<file path="src/design/pcs_regs_pkg.sv">
// Constants for the coding-layer control and status register bank.
// Assumes an APB slave with 32-bit data, one register per aligned word.
package pcs_regs_pkg;
    // Printed offsets are register indices; byte address is four times the index
    localparam logic [15:0] CTRL_IDX       = 16'h3000;
    localparam logic [15:0] STAT_IDX       = 16'h3001;
    localparam logic [15:0] IRQ_STAT_IDX   = 16'h3002;
    localparam logic [15:0] IRQ_MASK_IDX   = 16'h3003;
    localparam int          ADDR_W         = 18;
    localparam logic [17:0] CTRL_ADDR      = {CTRL_IDX, 2'b00};
    localparam logic [17:0] STAT_ADDR      = {STAT_IDX, 2'b00};
    localparam logic [17:0] IRQ_STAT_ADDR  = {IRQ_STAT_IDX, 2'b00};
    localparam logic [17:0] IRQ_MASK_ADDR  = {IRQ_MASK_IDX, 2'b00};
    // Control fields
    localparam int          CTRL_RST_BIT   = 15;
    localparam int          CTRL_LOOP_BIT  = 14;
    localparam int          CTRL_RXSTP_BIT = 10;
    localparam logic [15:0] CTRL_RESET     = 16'h0000;
    localparam logic        RXSTP_RESET    = 1'b1;
    // Status fields
    localparam int          STAT_TXLH_BIT  = 11;
    localparam int          STAT_RXLH_BIT  = 10;
    localparam int          STAT_TXLV_BIT  = 9;
    localparam int          STAT_RXLV_BIT  = 8;
    localparam int          STAT_TXSTP_BIT = 6;
    localparam logic [15:0] STAT_RESET     = 16'h0000;
    // Interrupt fields: bit 0 transmit idle seen, bit 1 receive idle seen
    localparam int          IRQ_W          = 2;
    localparam logic [1:0]  IRQ_RESET      = 2'h0;
endpackage

</file>
<file path="src/design/pcs_lpi_control_status_regs.sv">
// Coding-layer control and status registers with idle-event interrupt.
// Assumes APB master on pclk; idle indications arrive asynchronously.
`timescale 1ns/1ns
module pcs_lpi_control_status_regs (
    input  wire logic        pclk,
    input  wire logic        presetn,
    input  wire logic        psel,
    input  wire logic        penable,
    input  wire logic        pwrite,
    input  wire logic [17:0] paddr,
    input  wire logic [31:0] pwdata,
    input  wire logic [3:0]  pstrb,
    output logic      [31:0] prdata,
    output logic             pready,
    output logic             pslverr,
    input  wire logic        transmit_idle_live,
    input  wire logic        receive_idle_live,
    input  wire logic        tx_clock_stoppable,
    output logic             coding_layer_soft_reset,
    output logic             coding_layer_loop_enable,
    output logic             rx_clock_stoppable,
    output logic             irq
);
    // Two-stage synchronisers for the three asynchronous inputs
    logic [2:0] sync1_ff;
    logic [2:0] sync2_ff;
    logic [2:0] nxt_sync1;
    logic [2:0] nxt_sync2;

    logic        loop_ff;
    logic        rxstp_ff;
    logic        srst_ff;
    logic        txlh_ff;
    logic        rxlh_ff;
    logic [1:0]  irq_stat_ff;
    logic [1:0]  irq_mask_ff;
    logic        irq_ff;
    logic [31:0] prdata_ff;
    logic        pready_ff;
    logic        pslverr_ff;

    logic        nxt_loop;
    logic        nxt_rxstp;
    logic        nxt_srst;
    logic        nxt_txlh;
    logic        nxt_rxlh;
    logic [1:0]  nxt_irq_stat;
    logic [1:0]  nxt_irq_mask;
    logic        nxt_irq;
    logic [31:0] nxt_prdata;
    logic        nxt_pready;
    logic        nxt_pslverr;

    logic        tx_live;
    logic        rx_live;
    logic        tx_stp;
    logic        access;
    logic        wr;
    logic        rd;
    logic        hit;
    logic        done;
    logic        ctrl_wr;
    logic        soft_rst;
    logic        stat_rd;
    logic        istat_wr;
    logic        imask_wr;
    logic [1:0]  idle_rise;
    logic        lo_lanes;
    logic [15:0] ctrl_view;
    logic [15:0] stat_view;

    assign tx_live = sync2_ff[0];
    assign rx_live = sync2_ff[1];
    assign tx_stp  = sync2_ff[2];

    // One wait state: pready rises in the second access cycle
    assign access   = psel && penable && !pready_ff;
    // Writes land on the edge that sees pready high, as the master expects
    assign done     = psel && penable && pready_ff;
    assign wr       = done && pwrite;
    assign rd       = access && !pwrite;
    assign lo_lanes = &pstrb[1:0];
    assign ctrl_wr  = wr && lo_lanes && (paddr == pcs_regs_pkg::CTRL_ADDR);
    assign soft_rst = ctrl_wr && pwdata[pcs_regs_pkg::CTRL_RST_BIT];
    assign stat_rd  = rd && (paddr == pcs_regs_pkg::STAT_ADDR);
    assign istat_wr = wr && pstrb[0] && (paddr == pcs_regs_pkg::IRQ_STAT_ADDR);
    assign imask_wr = wr && pstrb[0] && (paddr == pcs_regs_pkg::IRQ_MASK_ADDR);
    assign idle_rise = {rx_live & !rxlh_ff, tx_live & !txlh_ff};
    assign hit      = (paddr == pcs_regs_pkg::CTRL_ADDR)
                   || (paddr == pcs_regs_pkg::STAT_ADDR)
                   || (paddr == pcs_regs_pkg::IRQ_STAT_ADDR)
                   || (paddr == pcs_regs_pkg::IRQ_MASK_ADDR);

    always_comb begin
        ctrl_view = pcs_regs_pkg::CTRL_RESET;
        ctrl_view[pcs_regs_pkg::CTRL_LOOP_BIT]  = loop_ff;
        ctrl_view[pcs_regs_pkg::CTRL_RXSTP_BIT] = rxstp_ff;
        stat_view = pcs_regs_pkg::STAT_RESET;
        stat_view[pcs_regs_pkg::STAT_TXLH_BIT]  = txlh_ff;
        stat_view[pcs_regs_pkg::STAT_RXLH_BIT]  = rxlh_ff;
        stat_view[pcs_regs_pkg::STAT_TXLV_BIT]  = tx_live;
        stat_view[pcs_regs_pkg::STAT_RXLV_BIT]  = rx_live;
        stat_view[pcs_regs_pkg::STAT_TXSTP_BIT] = tx_stp;
    end

    always_comb begin
        nxt_sync1 = {tx_clock_stoppable, receive_idle_live, transmit_idle_live};
        nxt_sync2 = sync1_ff;
    end

    always_ff @(posedge pclk or negedge presetn) begin
        if (!presetn) begin
            sync1_ff <= 3'h0;
            sync2_ff <= 3'h0;
        end else begin
            sync1_ff <= nxt_sync1;
            sync2_ff <= nxt_sync2;
        end
    end

    // Control group: loop enable, receive-clock-halt permission, soft reset pulse
    always_comb begin
        nxt_loop  = loop_ff;
        nxt_rxstp = rxstp_ff;
        nxt_srst  = 1'b0;
        if (ctrl_wr) begin
            nxt_loop  = pwdata[pcs_regs_pkg::CTRL_LOOP_BIT];
            nxt_rxstp = pwdata[pcs_regs_pkg::CTRL_RXSTP_BIT];
            if (soft_rst) begin
                // Soft reset restores control defaults; the written loop value is dropped
                nxt_srst  = 1'b1;
                nxt_loop  = 1'b0;
                nxt_rxstp = pcs_regs_pkg::RXSTP_RESET;
            end
        end
    end

    always_ff @(posedge pclk or negedge presetn) begin
        if (!presetn) begin
            loop_ff  <= 1'b0;
            rxstp_ff <= pcs_regs_pkg::RXSTP_RESET;
            srst_ff  <= 1'b0;
        end else begin
            loop_ff  <= nxt_loop;
            rxstp_ff <= nxt_rxstp;
            srst_ff  <= nxt_srst;
        end
    end

    // Latch group: idle-seen flags
    always_comb begin
        nxt_txlh = txlh_ff | tx_live;
        nxt_rxlh = rxlh_ff | rx_live;
        // Read clears latches, but a live condition sets them again
        if (stat_rd) begin
            nxt_txlh = tx_live;
            nxt_rxlh = rx_live;
        end
        // Soft reset wins; a still-live idle sets the flag again a cycle later
        if (soft_rst) begin
            nxt_txlh = 1'b0;
            nxt_rxlh = 1'b0;
        end
    end

    always_ff @(posedge pclk or negedge presetn) begin
        if (!presetn) begin
            txlh_ff <= 1'b0;
            rxlh_ff <= 1'b0;
        end else begin
            txlh_ff <= nxt_txlh;
            rxlh_ff <= nxt_rxlh;
        end
    end

    // Interrupt group: sticky status, mask and level output
    always_comb begin
        nxt_irq_mask = irq_mask_ff;
        nxt_irq_stat = irq_stat_ff | idle_rise;
        // Write-one-to-clear; a new event in the same cycle wins
        if (istat_wr) begin
            nxt_irq_stat = (irq_stat_ff & ~pwdata[1:0]) | idle_rise;
        end
        if (imask_wr) begin
            nxt_irq_mask = pwdata[1:0];
        end
        nxt_irq = |(nxt_irq_stat & nxt_irq_mask);
    end

    always_ff @(posedge pclk or negedge presetn) begin
        if (!presetn) begin
            irq_stat_ff <= pcs_regs_pkg::IRQ_RESET;
            irq_mask_ff <= pcs_regs_pkg::IRQ_RESET;
            irq_ff      <= 1'b0;
        end else begin
            irq_stat_ff <= nxt_irq_stat;
            irq_mask_ff <= nxt_irq_mask;
            irq_ff      <= nxt_irq;
        end
    end

    // Response group: one wait state, read data and error stand with pready
    always_comb begin
        nxt_prdata  = 32'h0000_0000;
        nxt_pready  = access;
        nxt_pslverr = access && !hit;
        if (rd && hit) begin
            case (paddr)
                pcs_regs_pkg::CTRL_ADDR:     nxt_prdata = {16'h0000, ctrl_view};
                pcs_regs_pkg::STAT_ADDR:     nxt_prdata = {16'h0000, stat_view};
                pcs_regs_pkg::IRQ_STAT_ADDR: nxt_prdata = {30'h0, irq_stat_ff};
                default:                     nxt_prdata = {30'h0, irq_mask_ff};
            endcase
        end
    end

    always_ff @(posedge pclk or negedge presetn) begin
        if (!presetn) begin
            prdata_ff  <= 32'h0000_0000;
            pready_ff  <= 1'b0;
            pslverr_ff <= 1'b0;
        end else begin
            prdata_ff  <= nxt_prdata;
            pready_ff  <= nxt_pready;
            pslverr_ff <= nxt_pslverr;
        end
    end

    assign prdata                   = prdata_ff;
    assign pready                   = pready_ff;
    assign pslverr                  = pslverr_ff;
    assign coding_layer_soft_reset  = srst_ff;
    assign coding_layer_loop_enable = loop_ff;
    assign rx_clock_stoppable       = rxstp_ff;
    assign irq                      = irq_ff;
endmodule // pcs_lpi_control_status_regs

</file>
<file path="config.mk">
export PLATFORM = sky130hd
export DESIGN_NAME = pcs_lpi_control_status_regs
export DESIGN_NICKNAME = d
export VERILOG_FILES = /design/src/design/pcs_regs_pkg.sv /design/src/design/pcs_lpi_control_status_regs.sv
export SDC_FILE = /design/constraint.sdc
export NUM_CORES = 1
export LEC_CHECK = 0
export BUFFER_PORTS_ARGS = -buffer_cell sky130_fd_sc_hd__buf_2
export CAP_MARGIN = 20
export CORE_ASPECT_RATIO = 1.5
export CORE_MARGIN = 8
export CORE_UTILIZATION = 37
export CTS_CLUSTER_DIAMETER = 80
export DETAILED_ROUTE_END_ITERATION = 12
export PLACE_DENSITY = 0.82
export SYNTH_ARGS = -nofsm -noshare
export SYNTH_HDL_FRONTEND = slang
export SYNTH_SLANG_ARGS = --single-unit
</file>
<file path="constraint.sdc">
create_clock -name pclk -period 2 [get_ports pclk]
set_clock_uncertainty 0.05 [all_clocks]
set_input_delay 0.3 -clock pclk [delete_from_list [all_inputs] [get_ports pclk]]
set_output_delay 0.3 -clock pclk [all_outputs]
set_load 0.005 [all_outputs]
</file>
# Word level (Yosys, flattened, before mapping)
# Cells that the tools add are included.
# W data, S select, Z words.
word_totals:
  ff_bits: 50
  elab_cells: 62
  output_inout_bits: 38
  in_bits: 62
op_classes:
  n_eq_ne: 4
  n_bitwise: 9
  mux: 12
  n_reduce_logical: 24
ops:
  columns: ["cell", "n"]
  rows:
  - ["$eq A18 B16 Y1 const B", 4]
  - ["$pmux W15 S3", 1]
  - ["$mux W15", 1]
  - ["$logic_and A1 B1 Y1", 14]
  - ["$mux W1", 8]
  - ["$logic_not A1 Y1", 5]
  - ["$and A2 B2 Y2", 2]
  - ["$mux W2", 2]
  - ["$or A2 B2 Y2", 2]
  - ["$logic_or A1 B1 Y1", 3]
  - ["$and A1 B1 Y1", 2]
  - ["$not A2 Y2", 1]
  - ["$or A1 B1 Y1", 2]
  - ["$reduce_and A2 Y1", 1]
  - ["$reduce_or A2 Y1", 1]

# Longest topological paths before layout
logic_depth:
  word_depth: 8
  mapped_depth: 6
  mapped_depth_nobuf: 5

# Worst setup path after synthesis
# OpenSTA, ideal clock, no wires.
synth_timing:
  path_type: "input to register"
  startpoint: "input paddr[12]"
  endpoint: "register irq_ff (netlist: irq)"
  slack_ns: 0.225
  t_arrival_ns: 1.604
  t_required_ns: 1.829
  n_path_buf: 1
  setup_ns: 0.121
  stages: 6
  path_cell_list: "nor4bb_1 and4_1 buf_6 and4_4 mux2_4 a22o_1"
synth_via:
  elab_chain_len: 5
  elab_cells_between_ends: 8
  classes_between: "eq/ne (2); mux (2); bitwise (1); reduce/logical (3)"
synth_rtl:
  columns: ["item", "line", "rtl"]
  rows:
  - ["from (decl)", "pcs_lpi_control_status_regs.sv:10", "input wire logic [17:0] paddr,"]
  - ["$eq A18 B16 Y1", "pcs_lpi_control_status_regs.sv:87", "assign imask_wr = wr && pstrb[0] && (paddr == pcs_regs_pkg::IRQ_MASK_ADDR);"]
  - ["$logic_and A1 B1 Y1", "pcs_lpi_control_status_regs.sv:87", null]
  - ["$mux W2", "pcs_lpi_control_status_regs.sv:184", "if (imask_wr) begin"]
  - ["named net nxt_irq_mask[0]", "pcs_lpi_control_status_regs.sv:48", "logic [1:0] nxt_irq_mask;"]
  - ["$and A2 B2 Y2", "pcs_lpi_control_status_regs.sv:187", "nxt_irq = |(nxt_irq_stat & nxt_irq_mask);"]
  - ["$reduce_or A2 Y1", "pcs_lpi_control_status_regs.sv:187", null]
  - ["named net nxt_irq", "pcs_lpi_control_status_regs.sv:49", "logic nxt_irq;"]
  - ["to (signal assigned)", "pcs_lpi_control_status_regs.sv:198", "irq_ff <= nxt_irq;"]
  - ["to (decl)", "pcs_lpi_control_status_regs.sv:37", "logic irq_ff;"]
# The timed path passes the listed nets, and every way through them passes these cells.
# A chain may end at the register's enable or synchronous reset.

# Worst setup path in the final report
layout_timing:
  startpoint: "register pready_ff (netlist: pready)"
  endpoint: "register irq_ff (netlist: irq)"
layout_via:
  elab_chain_len: 7
  elab_cells_between_ends: 9
  classes_between: "mux (2); bitwise (1); reduce/logical (6)"
layout_rtl:
  columns: ["item", "line", "rtl"]
  rows:
  - ["from (decl)", "pcs_lpi_control_status_regs.sv:39", "logic pready_ff;"]
  - ["from (signal assigned)", "pcs_lpi_control_status_regs.sv:224", "pready_ff <= nxt_pready;"]
  - ["$logic_and A1 B1 Y1", "pcs_lpi_control_status_regs.sv:79", "assign done = psel && penable && pready_ff;"]
  - ["$logic_and A1 B1 Y1", "pcs_lpi_control_status_regs.sv:80", "assign wr = done && pwrite;"]
  - ["$logic_and A1 B1 Y1 (2 in series)", "pcs_lpi_control_status_regs.sv:86", "assign istat_wr = wr && pstrb[0] && (paddr == pcs_regs_pkg::IRQ_STAT_ADDR);"]
  - ["$mux W2", "pcs_lpi_control_status_regs.sv:181", "if (istat_wr) begin"]
  - ["named net nxt_irq_stat[0]", "pcs_lpi_control_status_regs.sv:47", "logic [1:0] nxt_irq_stat;"]
  - ["$and A2 B2 Y2", "pcs_lpi_control_status_regs.sv:187", null]
  - ["$reduce_or A2 Y1", "pcs_lpi_control_status_regs.sv:187", null]
  - ["named net nxt_irq", "pcs_lpi_control_status_regs.sv:49", null]
# The timed path passes the listed nets, and every way through them passes these cells.

==> results.toml <==
[yosys]
syn_area_um2 = 1180
synth_top_flop_cell = "dfrtp_1"
ys_seq_elements = 26
ys_seq_area_frac = 0.554
synth_top_family_by_area = "buffers and inverters"
async_flop_share = 1.00
synth.area.mux_share = 0.0511
ys_types = 26
synth_edf_count = 0
synth-simple-area-share = 0.173
synthXorXnorAreaFrac = 0
synth-compound-area-share = 0.0394
synthCells = 103
syn_area_per_cell_um2 = 11.4
synth.yosys.warnings = 0
synthAdderAreaFrac = 0

[timing]
drv_slew = 0
setup_viol = 0
finalHoldViolCount = 0
fin_ws_ps = 348
relSlewSlack = 0.640
fin_crit_ps = 1650
max_freq_mhz = 605
tightest_slew_ps = 540
final.setup.tns_ps = 0
period_share = 0.826
grt_setup_unrepaired = "false"
holdWs_ps = 84.8

[die]
coreArea_um2 = 3100
design.die.area_um2 = 5280
die_y_um = 85.1
rows = 25
io_pins = 100
die_w_um = 62.0
start_util = 0.380

[clocking]
cts_tree = "yes"
path_clk_slew_ps = 80
cts_buffers = 3
cts_root_buffer = "clkbuf_8"
cts.path.max_buffers = 2
cts.sinks = 26
clk_latency_ps = 260
cts_resized = 0
htree_num_levels = 1

[setup_path]
worstRegToRegCells = 5
cp-endpoint = "irq$_DFF_PN0_"
r2r-start = "pready$_DFF_PN0_"
cp-startpoint = "pready$_DFF_PN0_"
crit_type = "flip-flop to flip-flop"
arrival_ps = 1760
critPathRequiredTime_ps = 2110
reg2reg_slack_ps = 350
critPathLaunchType = "flip-flop"
worstSetupEndpointType = "flip-flop"
cp_max_fo = 5
r2r_end = "irq$_DFF_PN0_"

[route]
routed_wl_um = 2580
first_iter_violations = 18
vias = 846
route.detailed.drc = 0
drt-pass1-iter-count = 4
viasPerCell = 4.41
routedWlPerCell_um = 13.4
ant_nets = 0

[outcome]
status = "completed"

[global_route]
grt_max_degree = 27
grt_pass1_vias = 900
antenna_found_initial = 0
overflow = 0
grt_pass1_wl_um = 3840
grt_use_total = 0.0935

[final_layout]
synthToLayoutAreaGrowth_pct = 21.8
drive_above_1_share = 0.382
num-nets-final = 215
n_fill_cell = 301
antenna_cells = 0

[job]
drv_cap = 0

[placed_design]
io_buffers = 46
gp_congestion = 0.896
pre_cts_ws_ps = 113
dpl.hpwl_um = 2080

[pwr]
cellPowerDensity_nw_per_um2 = 728
worst_ir_drop_vdd_mv = 0.312
power_leakage_nw = 0.792

[hold_path]
hp-class = "primary input to flip-flop"
[critical path: stages, from the launching register on]
cell and delay, ps:
dfrtp_1 420, nand3_1 120, nor3_1 340, nand4_1 170
a22o_1 220, a22o_1 210
[power breakdown]
| part | internal (W) | total (W) | switching (W) |
|---|---|---|---|
| clock | 0.000267 | 0.000422 | 0.000155 |
| combinational | 0.0000336 | 0.0000771 | 0.0000435 |
| sequential | 0.000537 | 0.000543 | 0.00000667 |
| total | 0.000838 | 0.00104 | 0.000205 |
[routing by layer]
metal / vias up / GRT usage / wire [µm]
li1: 401 / - / -
met1: 384 / 0.109 / 986
met2: 59 / 0.156 / 1280
met3: 2 / 0.0257 / 311
met4: 0 / 0.0292 / 3
met5: - / 0 / 0
[logic make-up (layout without fill, tap and decap cells)]
group | count (synthesis) | count (layout)
buf+inv | 29 | 55
other cells | 1 | 24
compound gates | 7 | 7
flops | 26 | 26
simple gates | 35 | 35
mux | 5 | 5
[stage by stage]
| step | total power [W] | cell area, µm² | utilization | cells |
|---|---|---|---|---|
| CTS | 0.00105 | 1430 | 0.463 | 192 |
| global placement | 0.000625 | 1350 | 0.436 | 187 |
| finish | 0.00104 | 1430 | 0.463 | 192 |
| detailed placement | 0.000626 | 1350 | 0.436 | 187 |
| floorplan | 0.000613 | 1260 | - | 126 |
| global route | 0.00110 | 1430 | 0.463 | 192 |
[Yosys cell counts, drive strengths merged (2+ instances only)]
library cell  count  area share
buf              26        0.17
dfrtp            25        0.53
nor2             10       0.032
nor4              4       0.021
a21oi             3       0.013
a22o              3       0.022
and2              3       0.016
and4              3       0.026
inv               3      0.0096
mux2i             3       0.026
nor3              3       0.013
and3              2       0.013
mux2              2       0.026
nand2             2      0.0064
nand3             2      0.0085
nand4             2       0.011
[sequential cells by signal, indices dropped and copies added, names as in the netlist, 2 cells and up]
register	flops
irq_mask_ff	2
sync2_ff	3
nxt_sync2	3
prdata	8
irq_stat_ff	2
[cell usage in the layout (no fill, tap or decap)]
cell	instances
nor4_1	4
and2_1	3
nand4_1	2
dfrtp_1	25
buf_2	46
nor4bb_1	1
and4_2	1
mux2_4	2
and3_2	2
a22o_1	3
nor2_1	10
nand3_1	2
dlygate4sd3_1	1
clkbuf_8	3
nor3_1	3
mux2i_1	3
and4_4	1
dfstp_2	1
nor2b_1	1
a21oi_1	3
and4_1	1
buf_4	1
nand4b_1	1
o21ai_0	1
nand3b_1	1
conb_1	24
bufinv_16	1
nand2_1	2
inv_1	3
[final cells by class]
type	count	area (µm²)	share of cell area
sequential	26	652	0.455
timing repair buffer	48	248	0.173
tap	40	50.0	0.0349
clock buffer	3	41.3	0.0288
inverter	3	11.3	0.00786
clock inverter	1	30.0	0.0210
multi-input combinational	71	400	0.279
[worst min-delay path by stage]
stage / depth (start not counted) / endpoint / startpoint
6_report: 1 / nxt_sync2[1]$_DFF_PN0_ / receive_idle_live
3_3_place_gp: 1 / irq$_DFF_PN0_ / presetn
2_1_floorplan: 0 / coding_layer_loop_enable$_DFFE_PN0P_ / presetn
4_1_cts: 1 / nxt_sync2[2]$_DFF_PN0_ / tx_clock_stoppable
3_5_place_dp: 1 / irq$_DFF_PN0_ / presetn
5_1_grt: 1 / nxt_sync2[1]$_DFF_PN0_ / receive_idle_live
[timing repair]
item / CTS / global route
hold buffers: 1 / 0
setup buffers: 0 / 0
endpoints found under the hold margin: 25 / 0
Note: power is estimated with default switching activity, not from simulation.
